==> src/rtpc_pkg.sv <==
// constants for the radio test and pin configuration register bank
// Operation
// - calibration field resets to 1, calibrating on each transition; 0xF skips calibration.
// - test pin three shows signal strength only with probe select 0x64 and probe mux 0x3.
// - pin function resets to 0x00 (default); 0x21 puts the raw slicer on general pin five.
// - 0x40 puts limiter Q, I on pins 0, 1; 0x41 filtered there and unfiltered on pins 2, 3.
// - pin function 0x50 puts packet transmit data from the processor on general pin zero.
// - pin function 0x53 puts the amplifier ramp finished indication on general pin zero.
// - transmit mode 0 normal, 2 continuous preamble, 3 continuous carrier, others reserved.
// - crystal config bits five to three hold tuning code; other bits reserved, written 0.
// - two read-only registers hold last calibration band and amplitude, zero after reset.
package rtpc_pkg;
    localparam logic [9:0] ADDR_TX_TEST_MODE = 10'h00D;
    localparam logic [9:0] ADDR_CAL_CTRL = 10'h3D0;
    localparam logic [9:0] ADDR_XTAL_CFG = 10'h3D2;
    localparam logic [9:0] ADDR_BAND_RES = 10'h3DA;
    localparam logic [9:0] ADDR_AMPL_RES = 10'h3DB;
    localparam logic [9:0] ADDR_PROBE_SEL = 10'h3F8;
    localparam logic [9:0] ADDR_PROBE_MUX = 10'h3F9;
    localparam logic [9:0] ADDR_PIN_FUNC = 10'h3FA;
    localparam logic [9:0] ADDR_DAC_GAIN = 10'h3FD;

    localparam logic [3:0] RST_CAL_CTRL = 4'h1;
    localparam logic [3:0] CAL_BYPASS = 4'hF;
    localparam logic [2:0] RST_XTAL_CODE = 3'h0;
    localparam int XTAL_CODE_LSB = 3;
    localparam int XTAL_CODE_MSB = 5;
    localparam logic [7:0] RST_PROBE_SEL = 8'h00;
    localparam logic [7:0] PROBE_SEL_RSSI = 8'h64;
    localparam logic [1:0] RST_PROBE_MUX = 2'h0;
    localparam logic [1:0] PROBE_MUX_RSSI = 2'h3;
    localparam logic [7:0] RST_PIN_FUNC = 8'h00;
    localparam logic [3:0] RST_DAC_GAIN = 4'h4;
    localparam logic [7:0] RST_TX_TEST_MODE = 8'h00;
    localparam logic [7:0] RST_RESULT = 8'h00;

    localparam logic [7:0] PF_DEFAULT = 8'h00;
    localparam logic [7:0] PF_SLICER = 8'h21;
    localparam logic [7:0] PF_LIMITER = 8'h40;
    localparam logic [7:0] PF_LIMITER_FILT = 8'h41;
    localparam logic [7:0] PF_TX_DATA = 8'h50;
    localparam logic [7:0] PF_PA_RAMP = 8'h53;
    localparam logic [3:0] PF_SPORT_HI = 4'hA;
    localparam logic [3:0] PF_SPORT_MAX = 4'h8;
    localparam logic [7:0] PF_TEST_DAC = 8'hC9;

    localparam logic [7:0] TXM_NORMAL = 8'h00;
    localparam logic [7:0] TXM_PREAMBLE = 8'h02;
    localparam logic [7:0] TXM_CARRIER = 8'h03;

    typedef enum logic [1:0] {
        RTPC_TX_NORMAL,
        RTPC_TX_PREAMBLE,
        RTPC_TX_CARRIER,
        RTPC_TX_RESERVED
    } rtpc_tx_mode_t;
endpackage

==> src/rtpc_regs.sv <==
// register bank for synthesizer calibration, crystal tuning, probes and pin functions
//
// Implementation choice: the address-and-strobe port.
`timescale 1ns/1ns
module rtpc_regs (
    input wire logic i_mclk,
    input wire logic i_reset,
    input wire logic [9:0] i_addr,
    input wire logic [7:0] i_wdata,
    input wire logic i_wr,
    input wire logic i_rd,
    output logic [7:0] o_rdata,
    input wire logic i_cal_done,
    input wire logic [7:0] i_cal_band,
    input wire logic [7:0] i_cal_ampl,
    input wire logic i_slicer_raw,
    input wire logic i_lim_q,
    input wire logic i_lim_i,
    input wire logic i_lim_q_filt,
    input wire logic i_lim_i_filt,
    input wire logic i_tx_data,
    input wire logic i_pa_ramp_done,
    input wire logic i_test_dac,
    input wire logic i_pin_default0,
    input wire logic i_pin_default1,
    input wire logic i_pin_default2,
    input wire logic i_pin_default3,
    input wire logic i_pin_default5,
    output logic o_cal_enable,
    output logic [2:0] o_crystal_tuning_code,
    output logic o_rssi_to_probe_pin,
    output logic [3:0] o_probe_gain,
    output logic [1:0] o_tx_test_mode,
    output logic o_sport_enable,
    output logic [3:0] o_sport_mode,
    output logic o_general_pin_zero,
    output logic o_general_pin_one,
    output logic o_general_pin_two,
    output logic o_interrupt_shared_pin_three,
    output logic o_general_pin_five
);
    logic [3:0] cal_ctrl_r;
    logic [2:0] xtal_code_r;
    logic [7:0] band_res_r;
    logic [7:0] ampl_res_r;
    logic [7:0] probe_sel_r;
    logic [1:0] probe_mux_r;
    logic [7:0] pin_func_r;
    logic [3:0] dac_gain_r;
    logic [7:0] tx_mode_r;
    logic [7:0] rdata_nxt;
    logic [1:0] s0_r;
    logic [1:0] s1_r;
    logic [1:0] s2_r;
    logic [1:0] s3_r;
    logic [1:0] s5_r;
    logic pin0_nxt;
    logic pin1_nxt;
    logic pin2_nxt;
    logic pin3_nxt;
    logic pin5_nxt;
    logic sport_sel;
    rtpc_pkg::rtpc_tx_mode_t tx_mode_nxt;

    // readback offsets have no write path
    always_ff @(posedge i_mclk or posedge i_reset) begin
        if (i_reset) begin
            cal_ctrl_r <= rtpc_pkg::RST_CAL_CTRL;
        end else if (i_wr && (i_addr == rtpc_pkg::ADDR_CAL_CTRL)) begin
            cal_ctrl_r <= i_wdata[3:0];
        end
    end

    always_ff @(posedge i_mclk or posedge i_reset) begin
        if (i_reset) begin
            xtal_code_r <= rtpc_pkg::RST_XTAL_CODE;
        end else if (i_wr && (i_addr == rtpc_pkg::ADDR_XTAL_CFG)) begin
            xtal_code_r <= i_wdata[rtpc_pkg::XTAL_CODE_MSB:rtpc_pkg::XTAL_CODE_LSB];
        end
    end

    always_ff @(posedge i_mclk or posedge i_reset) begin
        if (i_reset) begin
            probe_sel_r <= rtpc_pkg::RST_PROBE_SEL;
        end else if (i_wr && (i_addr == rtpc_pkg::ADDR_PROBE_SEL)) begin
            probe_sel_r <= i_wdata;
        end
    end

    always_ff @(posedge i_mclk or posedge i_reset) begin
        if (i_reset) begin
            probe_mux_r <= rtpc_pkg::RST_PROBE_MUX;
        end else if (i_wr && (i_addr == rtpc_pkg::ADDR_PROBE_MUX)) begin
            probe_mux_r <= i_wdata[1:0];
        end
    end

    always_ff @(posedge i_mclk or posedge i_reset) begin
        if (i_reset) begin
            pin_func_r <= rtpc_pkg::RST_PIN_FUNC;
        end else if (i_wr && (i_addr == rtpc_pkg::ADDR_PIN_FUNC)) begin
            pin_func_r <= i_wdata;
        end
    end

    always_ff @(posedge i_mclk or posedge i_reset) begin
        if (i_reset) begin
            dac_gain_r <= rtpc_pkg::RST_DAC_GAIN;
        end else if (i_wr && (i_addr == rtpc_pkg::ADDR_DAC_GAIN)) begin
            dac_gain_r <= i_wdata[3:0];
        end
    end

    always_ff @(posedge i_mclk or posedge i_reset) begin
        if (i_reset) begin
            tx_mode_r <= rtpc_pkg::RST_TX_TEST_MODE;
        end else if (i_wr && (i_addr == rtpc_pkg::ADDR_TX_TEST_MODE)) begin
            tx_mode_r <= i_wdata;
        end
    end

    always_ff @(posedge i_mclk or posedge i_reset) begin
        if (i_reset) begin
            band_res_r <= rtpc_pkg::RST_RESULT;
            ampl_res_r <= rtpc_pkg::RST_RESULT;
        end else if (i_cal_done) begin
            band_res_r <= i_cal_band;
            ampl_res_r <= i_cal_ampl;
        end
    end

    always_comb begin
        rdata_nxt = 8'h00;
        unique case (i_addr)
            rtpc_pkg::ADDR_CAL_CTRL: rdata_nxt = {4'h0, cal_ctrl_r};
            rtpc_pkg::ADDR_XTAL_CFG: rdata_nxt = {2'h0, xtal_code_r, 3'h0};
            rtpc_pkg::ADDR_BAND_RES: rdata_nxt = band_res_r;
            rtpc_pkg::ADDR_AMPL_RES: rdata_nxt = ampl_res_r;
            rtpc_pkg::ADDR_PROBE_SEL: rdata_nxt = probe_sel_r;
            rtpc_pkg::ADDR_PROBE_MUX: rdata_nxt = {6'h00, probe_mux_r};
            rtpc_pkg::ADDR_PIN_FUNC: rdata_nxt = pin_func_r;
            rtpc_pkg::ADDR_DAC_GAIN: rdata_nxt = {4'h0, dac_gain_r};
            rtpc_pkg::ADDR_TX_TEST_MODE: rdata_nxt = tx_mode_r;
            default: rdata_nxt = 8'h00;
        endcase
    end

    // read data valid only in the cycle after the strobe
    always_ff @(posedge i_mclk or posedge i_reset) begin
        if (i_reset) begin
            o_rdata <= 8'h00;
        end else if (i_rd) begin
            o_rdata <= rdata_nxt;
        end else begin
            o_rdata <= 8'h00;
        end
    end

    // two-flop synchronisers for pin-bound asynchronous signals
    always_ff @(posedge i_mclk or posedge i_reset) begin
        if (i_reset) begin
            s0_r <= 2'h0;
        end else begin
            s0_r <= {s0_r[0], i_lim_q};
        end
    end

    always_ff @(posedge i_mclk or posedge i_reset) begin
        if (i_reset) begin
            s1_r <= 2'h0;
        end else begin
            s1_r <= {s1_r[0], i_lim_i};
        end
    end

    always_ff @(posedge i_mclk or posedge i_reset) begin
        if (i_reset) begin
            s2_r <= 2'h0;
        end else begin
            s2_r <= {s2_r[0], i_lim_q_filt};
        end
    end

    always_ff @(posedge i_mclk or posedge i_reset) begin
        if (i_reset) begin
            s3_r <= 2'h0;
        end else begin
            s3_r <= {s3_r[0], i_lim_i_filt};
        end
    end

    always_ff @(posedge i_mclk or posedge i_reset) begin
        if (i_reset) begin
            s5_r <= 2'h0;
        end else begin
            s5_r <= {s5_r[0], i_slicer_raw};
        end
    end

    assign sport_sel = (pin_func_r[7:4] == rtpc_pkg::PF_SPORT_HI)
        && (pin_func_r[3:0] <= rtpc_pkg::PF_SPORT_MAX);

    // pin multiplexer
    always_comb begin
        pin0_nxt = i_pin_default0;
        pin1_nxt = i_pin_default1;
        pin2_nxt = i_pin_default2;
        pin3_nxt = i_pin_default3;
        pin5_nxt = i_pin_default5;
        unique case (pin_func_r)
            rtpc_pkg::PF_SLICER: pin5_nxt = s5_r[1];
            rtpc_pkg::PF_LIMITER: begin
                pin0_nxt = s0_r[1];
                pin1_nxt = s1_r[1];
            end
            rtpc_pkg::PF_LIMITER_FILT: begin
                pin0_nxt = s2_r[1];
                pin1_nxt = s3_r[1];
                pin2_nxt = s0_r[1];
                pin3_nxt = s1_r[1];
            end
            rtpc_pkg::PF_TX_DATA: pin0_nxt = i_tx_data;
            rtpc_pkg::PF_PA_RAMP: pin0_nxt = i_pa_ramp_done;
            rtpc_pkg::PF_TEST_DAC: pin0_nxt = i_test_dac;
            default: ;
        endcase
    end

    always_comb begin
        unique case (tx_mode_r)
            rtpc_pkg::TXM_NORMAL: tx_mode_nxt = rtpc_pkg::RTPC_TX_NORMAL;
            rtpc_pkg::TXM_PREAMBLE: tx_mode_nxt = rtpc_pkg::RTPC_TX_PREAMBLE;
            rtpc_pkg::TXM_CARRIER: tx_mode_nxt = rtpc_pkg::RTPC_TX_CARRIER;
            default: tx_mode_nxt = rtpc_pkg::RTPC_TX_RESERVED;
        endcase
    end

    always_ff @(posedge i_mclk or posedge i_reset) begin
        if (i_reset) begin
            o_cal_enable <= (rtpc_pkg::RST_CAL_CTRL != rtpc_pkg::CAL_BYPASS);
        end else begin
            o_cal_enable <= (cal_ctrl_r != rtpc_pkg::CAL_BYPASS);
        end
    end

    always_ff @(posedge i_mclk or posedge i_reset) begin
        if (i_reset) begin
            o_crystal_tuning_code <= rtpc_pkg::RST_XTAL_CODE;
        end else begin
            o_crystal_tuning_code <= xtal_code_r;
        end
    end

    always_ff @(posedge i_mclk or posedge i_reset) begin
        if (i_reset) begin
            o_rssi_to_probe_pin <= 1'b0;
        end else begin
            o_rssi_to_probe_pin <= (probe_sel_r == rtpc_pkg::PROBE_SEL_RSSI)
                && (probe_mux_r == rtpc_pkg::PROBE_MUX_RSSI);
        end
    end

    always_ff @(posedge i_mclk or posedge i_reset) begin
        if (i_reset) begin
            o_probe_gain <= rtpc_pkg::RST_DAC_GAIN;
        end else begin
            o_probe_gain <= dac_gain_r;
        end
    end

    always_ff @(posedge i_mclk or posedge i_reset) begin
        if (i_reset) begin
            o_tx_test_mode <= rtpc_pkg::RTPC_TX_NORMAL;
        end else begin
            o_tx_test_mode <= tx_mode_nxt;
        end
    end

    always_ff @(posedge i_mclk or posedge i_reset) begin
        if (i_reset) begin
            o_sport_enable <= 1'b0;
        end else begin
            o_sport_enable <= sport_sel;
        end
    end

    always_ff @(posedge i_mclk or posedge i_reset) begin
        if (i_reset) begin
            o_sport_mode <= 4'h0;
        end else begin
            o_sport_mode <= sport_sel ? pin_func_r[3:0] : 4'h0;
        end
    end

    // registered pin outputs
    always_ff @(posedge i_mclk or posedge i_reset) begin
        if (i_reset) begin
            o_general_pin_zero <= 1'b0;
        end else begin
            o_general_pin_zero <= pin0_nxt;
        end
    end

    always_ff @(posedge i_mclk or posedge i_reset) begin
        if (i_reset) begin
            o_general_pin_one <= 1'b0;
        end else begin
            o_general_pin_one <= pin1_nxt;
        end
    end

    always_ff @(posedge i_mclk or posedge i_reset) begin
        if (i_reset) begin
            o_general_pin_two <= 1'b0;
        end else begin
            o_general_pin_two <= pin2_nxt;
        end
    end

    always_ff @(posedge i_mclk or posedge i_reset) begin
        if (i_reset) begin
            o_interrupt_shared_pin_three <= 1'b0;
        end else begin
            o_interrupt_shared_pin_three <= pin3_nxt;
        end
    end

    always_ff @(posedge i_mclk or posedge i_reset) begin
        if (i_reset) begin
            o_general_pin_five <= 1'b0;
        end else begin
            o_general_pin_five <= pin5_nxt;
        end
    end
endmodule // rtpc_regs

==> config.mk <==
export PLATFORM = sky130hd
export DESIGN_NAME = rtpc_regs
export DESIGN_NICKNAME = d
export VERILOG_FILES = /design/src/rtpc_pkg.sv /design/src/rtpc_regs.sv
export SDC_FILE = /design/constraint.sdc
export NUM_CORES = 1
export LEC_CHECK = 0
export BUFFER_PORTS_ARGS = -buffer_cell sky130_fd_sc_hd__buf_4
export CAP_MARGIN = 20
export CORE_ASPECT_RATIO = 1.2
export CORE_MARGIN = 3
export CORE_UTILIZATION = 44
export DETAILED_ROUTE_END_ITERATION = 8
export GPL_TIMING_DRIVEN = 0
export PLACE_DENSITY_LB_ADDON = 0.12
export SYNTH_ARGS = -nofsm -noshare
export SYNTH_HDL_FRONTEND = slang
export SYNTH_SLANG_ARGS = --single-unit
==> constraint.sdc <==
create_clock -name i_mclk -period 2.6 [get_ports i_mclk]
set_input_delay 0.13 -clock i_mclk [delete_from_list [all_inputs] [get_ports i_mclk]]
set_output_delay 0.13 -clock i_mclk [all_outputs]
set_load 0.01 [all_outputs]
==> Word level (Yosys, flattened, before mapping) <==
Cells that the tools add are included.
{ "totals": {"reg_bits": 92, "input_bits": 52, "word_cells": 68, "memories": 0, "ram_bits": 0, "romBits": 0, "latch_bits": 0} }
{ "op_classes": {"reduce_logical": 10, "n_eq_ne": 21, "div_mod_pow": 0, "n_bitwise": 0, "mul": 0, "n_mux": 9, "magnitude_cmp": 1, "shifts": 0, "addsub": 0} }
{ "op_table": {"columns": ["cell", "n"], "rows": [
  ["10-bit equality test, second input constant", 8],
  ["8-bit case mux with 9 select lines", 1],
  ["8-bit by 7-bit equality test with 1-bit output, second input constant", 5],
  ["8-bit by 2-bit equality test with 1-bit output, second input constant", 2],
  ["10-bit by 4-bit equality test with 1-bit output, second input constant", 1],
  ["1-bit logical AND", 9],
  ["8-bit by 6-bit equality test with 1-bit output, second input constant", 1],
  ["8-bit equality test, second input constant", 1],
  ["8-bit zero test", 1],
  ["8-bit two-way mux", 1],
  ["2-bit case mux with 3 select lines", 1],
  ["1-bit case mux with 5 select lines", 1],
  ["4-bit equality test, second input constant", 1],
  ["4-bit <= comparator, second input constant", 1],
  ["4-bit two-way mux", 1],
  ["4-bit != test, second input constant", 1],
  ["1-bit two-way mux", 3],
  ["2-bit equality test, second input constant", 1],
  ["1-bit case mux with 2 select lines", 1]
]} }

==> Depth between registers and ports, before layout <==
{ "depth": {"word_depth": 3, "depth_mapped": 7} }

==> Worst setup path after synthesis <==
No wires, ideal clock.
{ "synth_path": {"path_kind": "reg2reg", "start": "reg pin_func_r[1]", "end": "reg o_general_pin_five", "synth_period_minus_slack_ns": 1.694, "path_stages_with_launch": 6, "n_path_buf": 1, "arrival_ns": 1.569, "setup_ns": 0.125, "slack_ns": 0.906, "cell_sequence": "dfrtp_1 > clkbuf_1 > nor3_1 > and2_1 > nor4b_1 > mux2_2"} }
{ "synth_via": {"elab_chain_len": 2} }
{ "synth_rtl": {"columns": ["item", "line_no", "rtl"], "rows": [
  ["from (decl)", "rtpc_regs.sv:48", "logic [7:0] pin_func_r;"],
  ["from (signal assigned)", "rtpc_regs.sv:100", "pin_func_r <= rtpc_pkg::RST_PIN_FUNC;"],
  ["from (signal assigned)", "rtpc_regs.sv:102", "pin_func_r <= i_wdata;"],
  ["8-bit by 6-bit equality test with 1-bit output", "rtpc_regs.sv:210", "unique case (pin_func_r)"],
  ["1-bit two-way mux", "rtpc_regs.sv:210", null],
  ["via pin5_nxt", "rtpc_regs.sv:61", "logic pin5_nxt;"],
  ["to (signal assigned)", "rtpc_regs.sv:332", "o_general_pin_five <= pin5_nxt;"],
  ["to (decl)", "rtpc_regs.sv:40", "output logic o_general_pin_five"]
]} }
The timed path passes the listed nets, and every way through them passes these cells.
A chain may end at the register's enable or synchronous reset.

==> Final worst setup path <==
Ends and elaborated chain as after synthesis.

==> summary.md <==
| Metric | Value |
|---|---|
| Status | `complete, no violations` |
| Critical path type | `register to register` |
| Die ar. | `10,300 um^2` |
| Yosys top cell area share | `54.8%` |
| Synth top cells by count | `88 x dfrtp_1, 55 x mux2_2, 20 x nand2_1` |
| Data arrival, critical path | `2.31 ns` |
| Top-count cell post-synth | `dfrtp_1` |
| CP Launch Type | `register` |
| Slew headroom | `54.6%` |
| Clock slew at reported path FFs | `0.09 ns` |
| Final std cells w/o fill | `537` |
| Required time of the worst setup path | `2.84 ns` |
| Initial Util | `45.9%` |
| PwrDens | `528 nW/um^2` |
| Main synth FF type | `dfrtp_1` |
| Ports | `81` |
| Vias in the first global route | `3,007` |
| Vias/cell | `5.35` |
| Slowest cell delay on critical path | `0.38 ns` |
| Core Footprint | `8750 um^2` |
| RSZ-0062 raised after global routing | `false` |
| Critical-path top delay cell | `mux2_2` |
| Share of post-route cells with drive strength above 1 | `43.3%` |
| CTS root buffer | `clkbuf_8` |
| Fin. max-slew vios | `0` |
| ANT nets after route | `0` |
| Layout area overhead | `29.3%` |
| Cell count after synthesis | `304` |
| DR iter-0 viols | `169` |
| Nets | `467` |
| Vias | `2,872` |
| Post-CTS sizing | `0` |
| Worst skew pair latency | `0.36 ns` |
| Minimum clock period | `2.07 ns` |
| Clk_skew | `0.0117 ns` |
| Hold/Removal Path Class | `input pin to register` |
| Post-synth cell types | `58` |
| Final Wtd Congestion | `0.876` |
| Num CTS Buffers | `9` |
| Placed instance count | `499` |
| FP Rows | `37` |
| Crit share post-route | `79.6%` |
| Mapped Nets | `356` |
| Drt first pass iters | `4` |
| Clock tree sinks | `92` |
| Final setup fails | `0` |
| Hold Fails Final Rpt | `0` |
| Register bit total from synthesis | `92` |
| Pwr Total | `0.00275 W` |
| Crit-path max FO | `9` |
| CP Capture Type | `register` |
| Port bufs | `77` |
| Leak | `2.41 nW` |
| Grt ovf | `0` |
| H-tree depth | `3` |
| Number of flops mapped to enable cells by yosys | `0` |
| Avg Inst Size Synth | `13.2 um^2` |
| Worst vdd ir | `279 uV` |
| Post-DP Area | `4770 um^2` |
| Die W | `93.2 um` |
| Die H | `111 um` |
| Gr usage total | `19.3%` |
| Antenna violations before repair | `0` |
| Largest net degree at the start of global routing | `61` |
| Critical-path cell list | `clkbuf_1 -> nor3_1 -> and2_1 -> nor4b_1 -> mux2_2` |
| Routed wire length | `9660 um` |
| CTS tree | `yes` |
| WL/cell | `18.0 um` |
| DRC viols | `0` |
| Yosys warnings | `0` |
| Slew at the pin closest to its max-slew limit | `0.680 ns` |
| CTS Buffer Depth | `2` |
| Antenna fix cells | `0` |
| Yosys top cell by area | `dfrtp_1` |
| Max Cap Violations | `0` |
| Global-route wire length before repair | `15,400 um` |
| Synth area leaders | `dfrtp_1 55%, mux2_2 15%, mux2_4 3.0%, dfstp_2 2.6%, nand4_1 2.3%` |
| Sequential share of the synthesized area | `57.4%` |
| Cell area after synthesis | `4020 um^2` |
| Async S/R FF share, synth | `100%` |
| DPL Wire Length | `7110 um` |
| Fmax | `483 MHz` |
| Final Cell Area | `5200 um^2` |
==> critical path: cells and delay by family (launching register included) <==
| family | cells | cell delay (ns) |
|---|---|---|
| buf+inv | 1 | 0.26 |
| flops | 1 | 0.37 |
| mux | 1 | 0.38 |
| simple gates | 3 | 0.94 |
==> timing repair <==
item,4_1_cts,5_1_grt
endpoints found under the hold margin,49,0
setup buffers,0,0
hold buffers,22,0
endpoints found under the setup margin,0,0
==> cell type report <==
| type | instances | area, um^2 |
|---|---|---|
| flip-flops and latches | 92 | 2310 |
| fillers | 726 | 3550 |
| clock inverters | 4 | 47.5 |
| multi-input cells | 196 | 1630 |
| plain buffers | 14 | 75.1 |
| inverters | 2 | 10.0 |
| repair buffers | 100 | 826 |
| well taps | 117 | 146 |
| clock buffers | 12 | 155 |
==> path summary, 6_finish.rpt <==
check,to,depth (start not counted),startpoint,slack (ns)
worst max-delay path,o_general_pin_five,5,pin_func_r[1],0.53
worst min-delay path,ampl_res_r[2],2,i_cal_ampl[2],0.01
worst max register to register,o_general_pin_five,5,pin_func_r[1],0.53
worst min register to register,s3_r[1],0,s3_r[0],0.35
max in group asynchronous,band_res_r[6],4,i_reset,1.64
min in group asynchronous,probe_mux_r[0],3,i_reset,0.33
==> state kept, by name, indices dropped and copies added, names as in the netlist, 8 cells and up <==
register / flops
band_res_r: 8
probe_sel_r: 8
pin_func_r: 8
ampl_res_r: 8
o_rdata: 8
tx_mode_r: 8
==> layout by cell type, fill, tap and decap left out, types with 2 or more instances in the layout <==
| master | Yosys | layout |
|---|---|---|
| nor2_1 | 10 | 10 |
| a32oi_1 | 7 | 7 |
| dfstp_2 | 4 | 4 |
| nor3b_1 | 3 | 3 |
| nor4b_1 | 3 | 3 |
| clkbuf_8 | 0 | 11 |
| a22o_1 | 2 | 2 |
| nand2_1 | 20 | 20 |
| a31o_2 | 2 | 2 |
| mux2i_1 | 3 | 3 |
| clkinv_2 | 0 | 2 |
| nand4b_1 | 2 | 2 |
| dfrtp_1 | 88 | 88 |
| nand3_1 | 5 | 5 |
| o21ai_0 | 5 | 5 |
| nor4_1 | 2 | 2 |
| a31oi_1 | 3 | 3 |
| clkbuf_1 | 4 | 5 |
| and3_1 | 3 | 3 |
| mux2_2 | 55 | 55 |
| buf_4 | 2 | 79 |
| mux2_4 | 8 | 8 |
| dlygate4sd3_1 | 0 | 22 |
| buf_2 | 5 | 5 |
| and2_1 | 7 | 7 |
| nand4_1 | 15 | 15 |
| a21oi_1 | 5 | 5 |
| nor2b_1 | 4 | 4 |
| nor3_1 | 2 | 2 |
| a41oi_1 | 3 | 3 |
==> layer usage <==
metal	vias to the layer above	track usage, %	wire length (um)
met5	-	0	0
met4	0	7.62	190
met3	11	2.78	413
met2	78	32.1	4910
met1	1431	25.1	4150
li1	1352	-	-
==> logic make-up after synthesis <==
logic type,count (synthesis),synth area share (%)
AO/OA/AOI/OAI,39,7.22
XOR/XNOR,2,0.436
buffers and inverters,16,2.05
flip-flops,92,57.4
multiplexers,66,19.1
AND/OR/NAND/NOR,89,13.7
==> through the flow <==
step	setup TNS, ns	hold slack (ns)	setup slack (ns)	utilization (%)
floorplan	0	0.161	0.0847	-
global placement	-80.49	0.239	-0.919	54.2
detailed placement	0	0.174	0.528	54.6
CTS	0	0.000237	0.507	59.4
global route	0	0.00725	0.385	59.4
finish	0	0.0143	0.531	59.4
==> where the power goes <==
part	switching (W)	internal [W]	leakage (nW)
Clock	0.000479	0.000494	0.102
Combinational	0.000122	0.000141	1.11
Sequential	0.0000288	0.00148	1.20
Total	0.000630	0.00212	2.41
(Power assumes the default switching activity.)
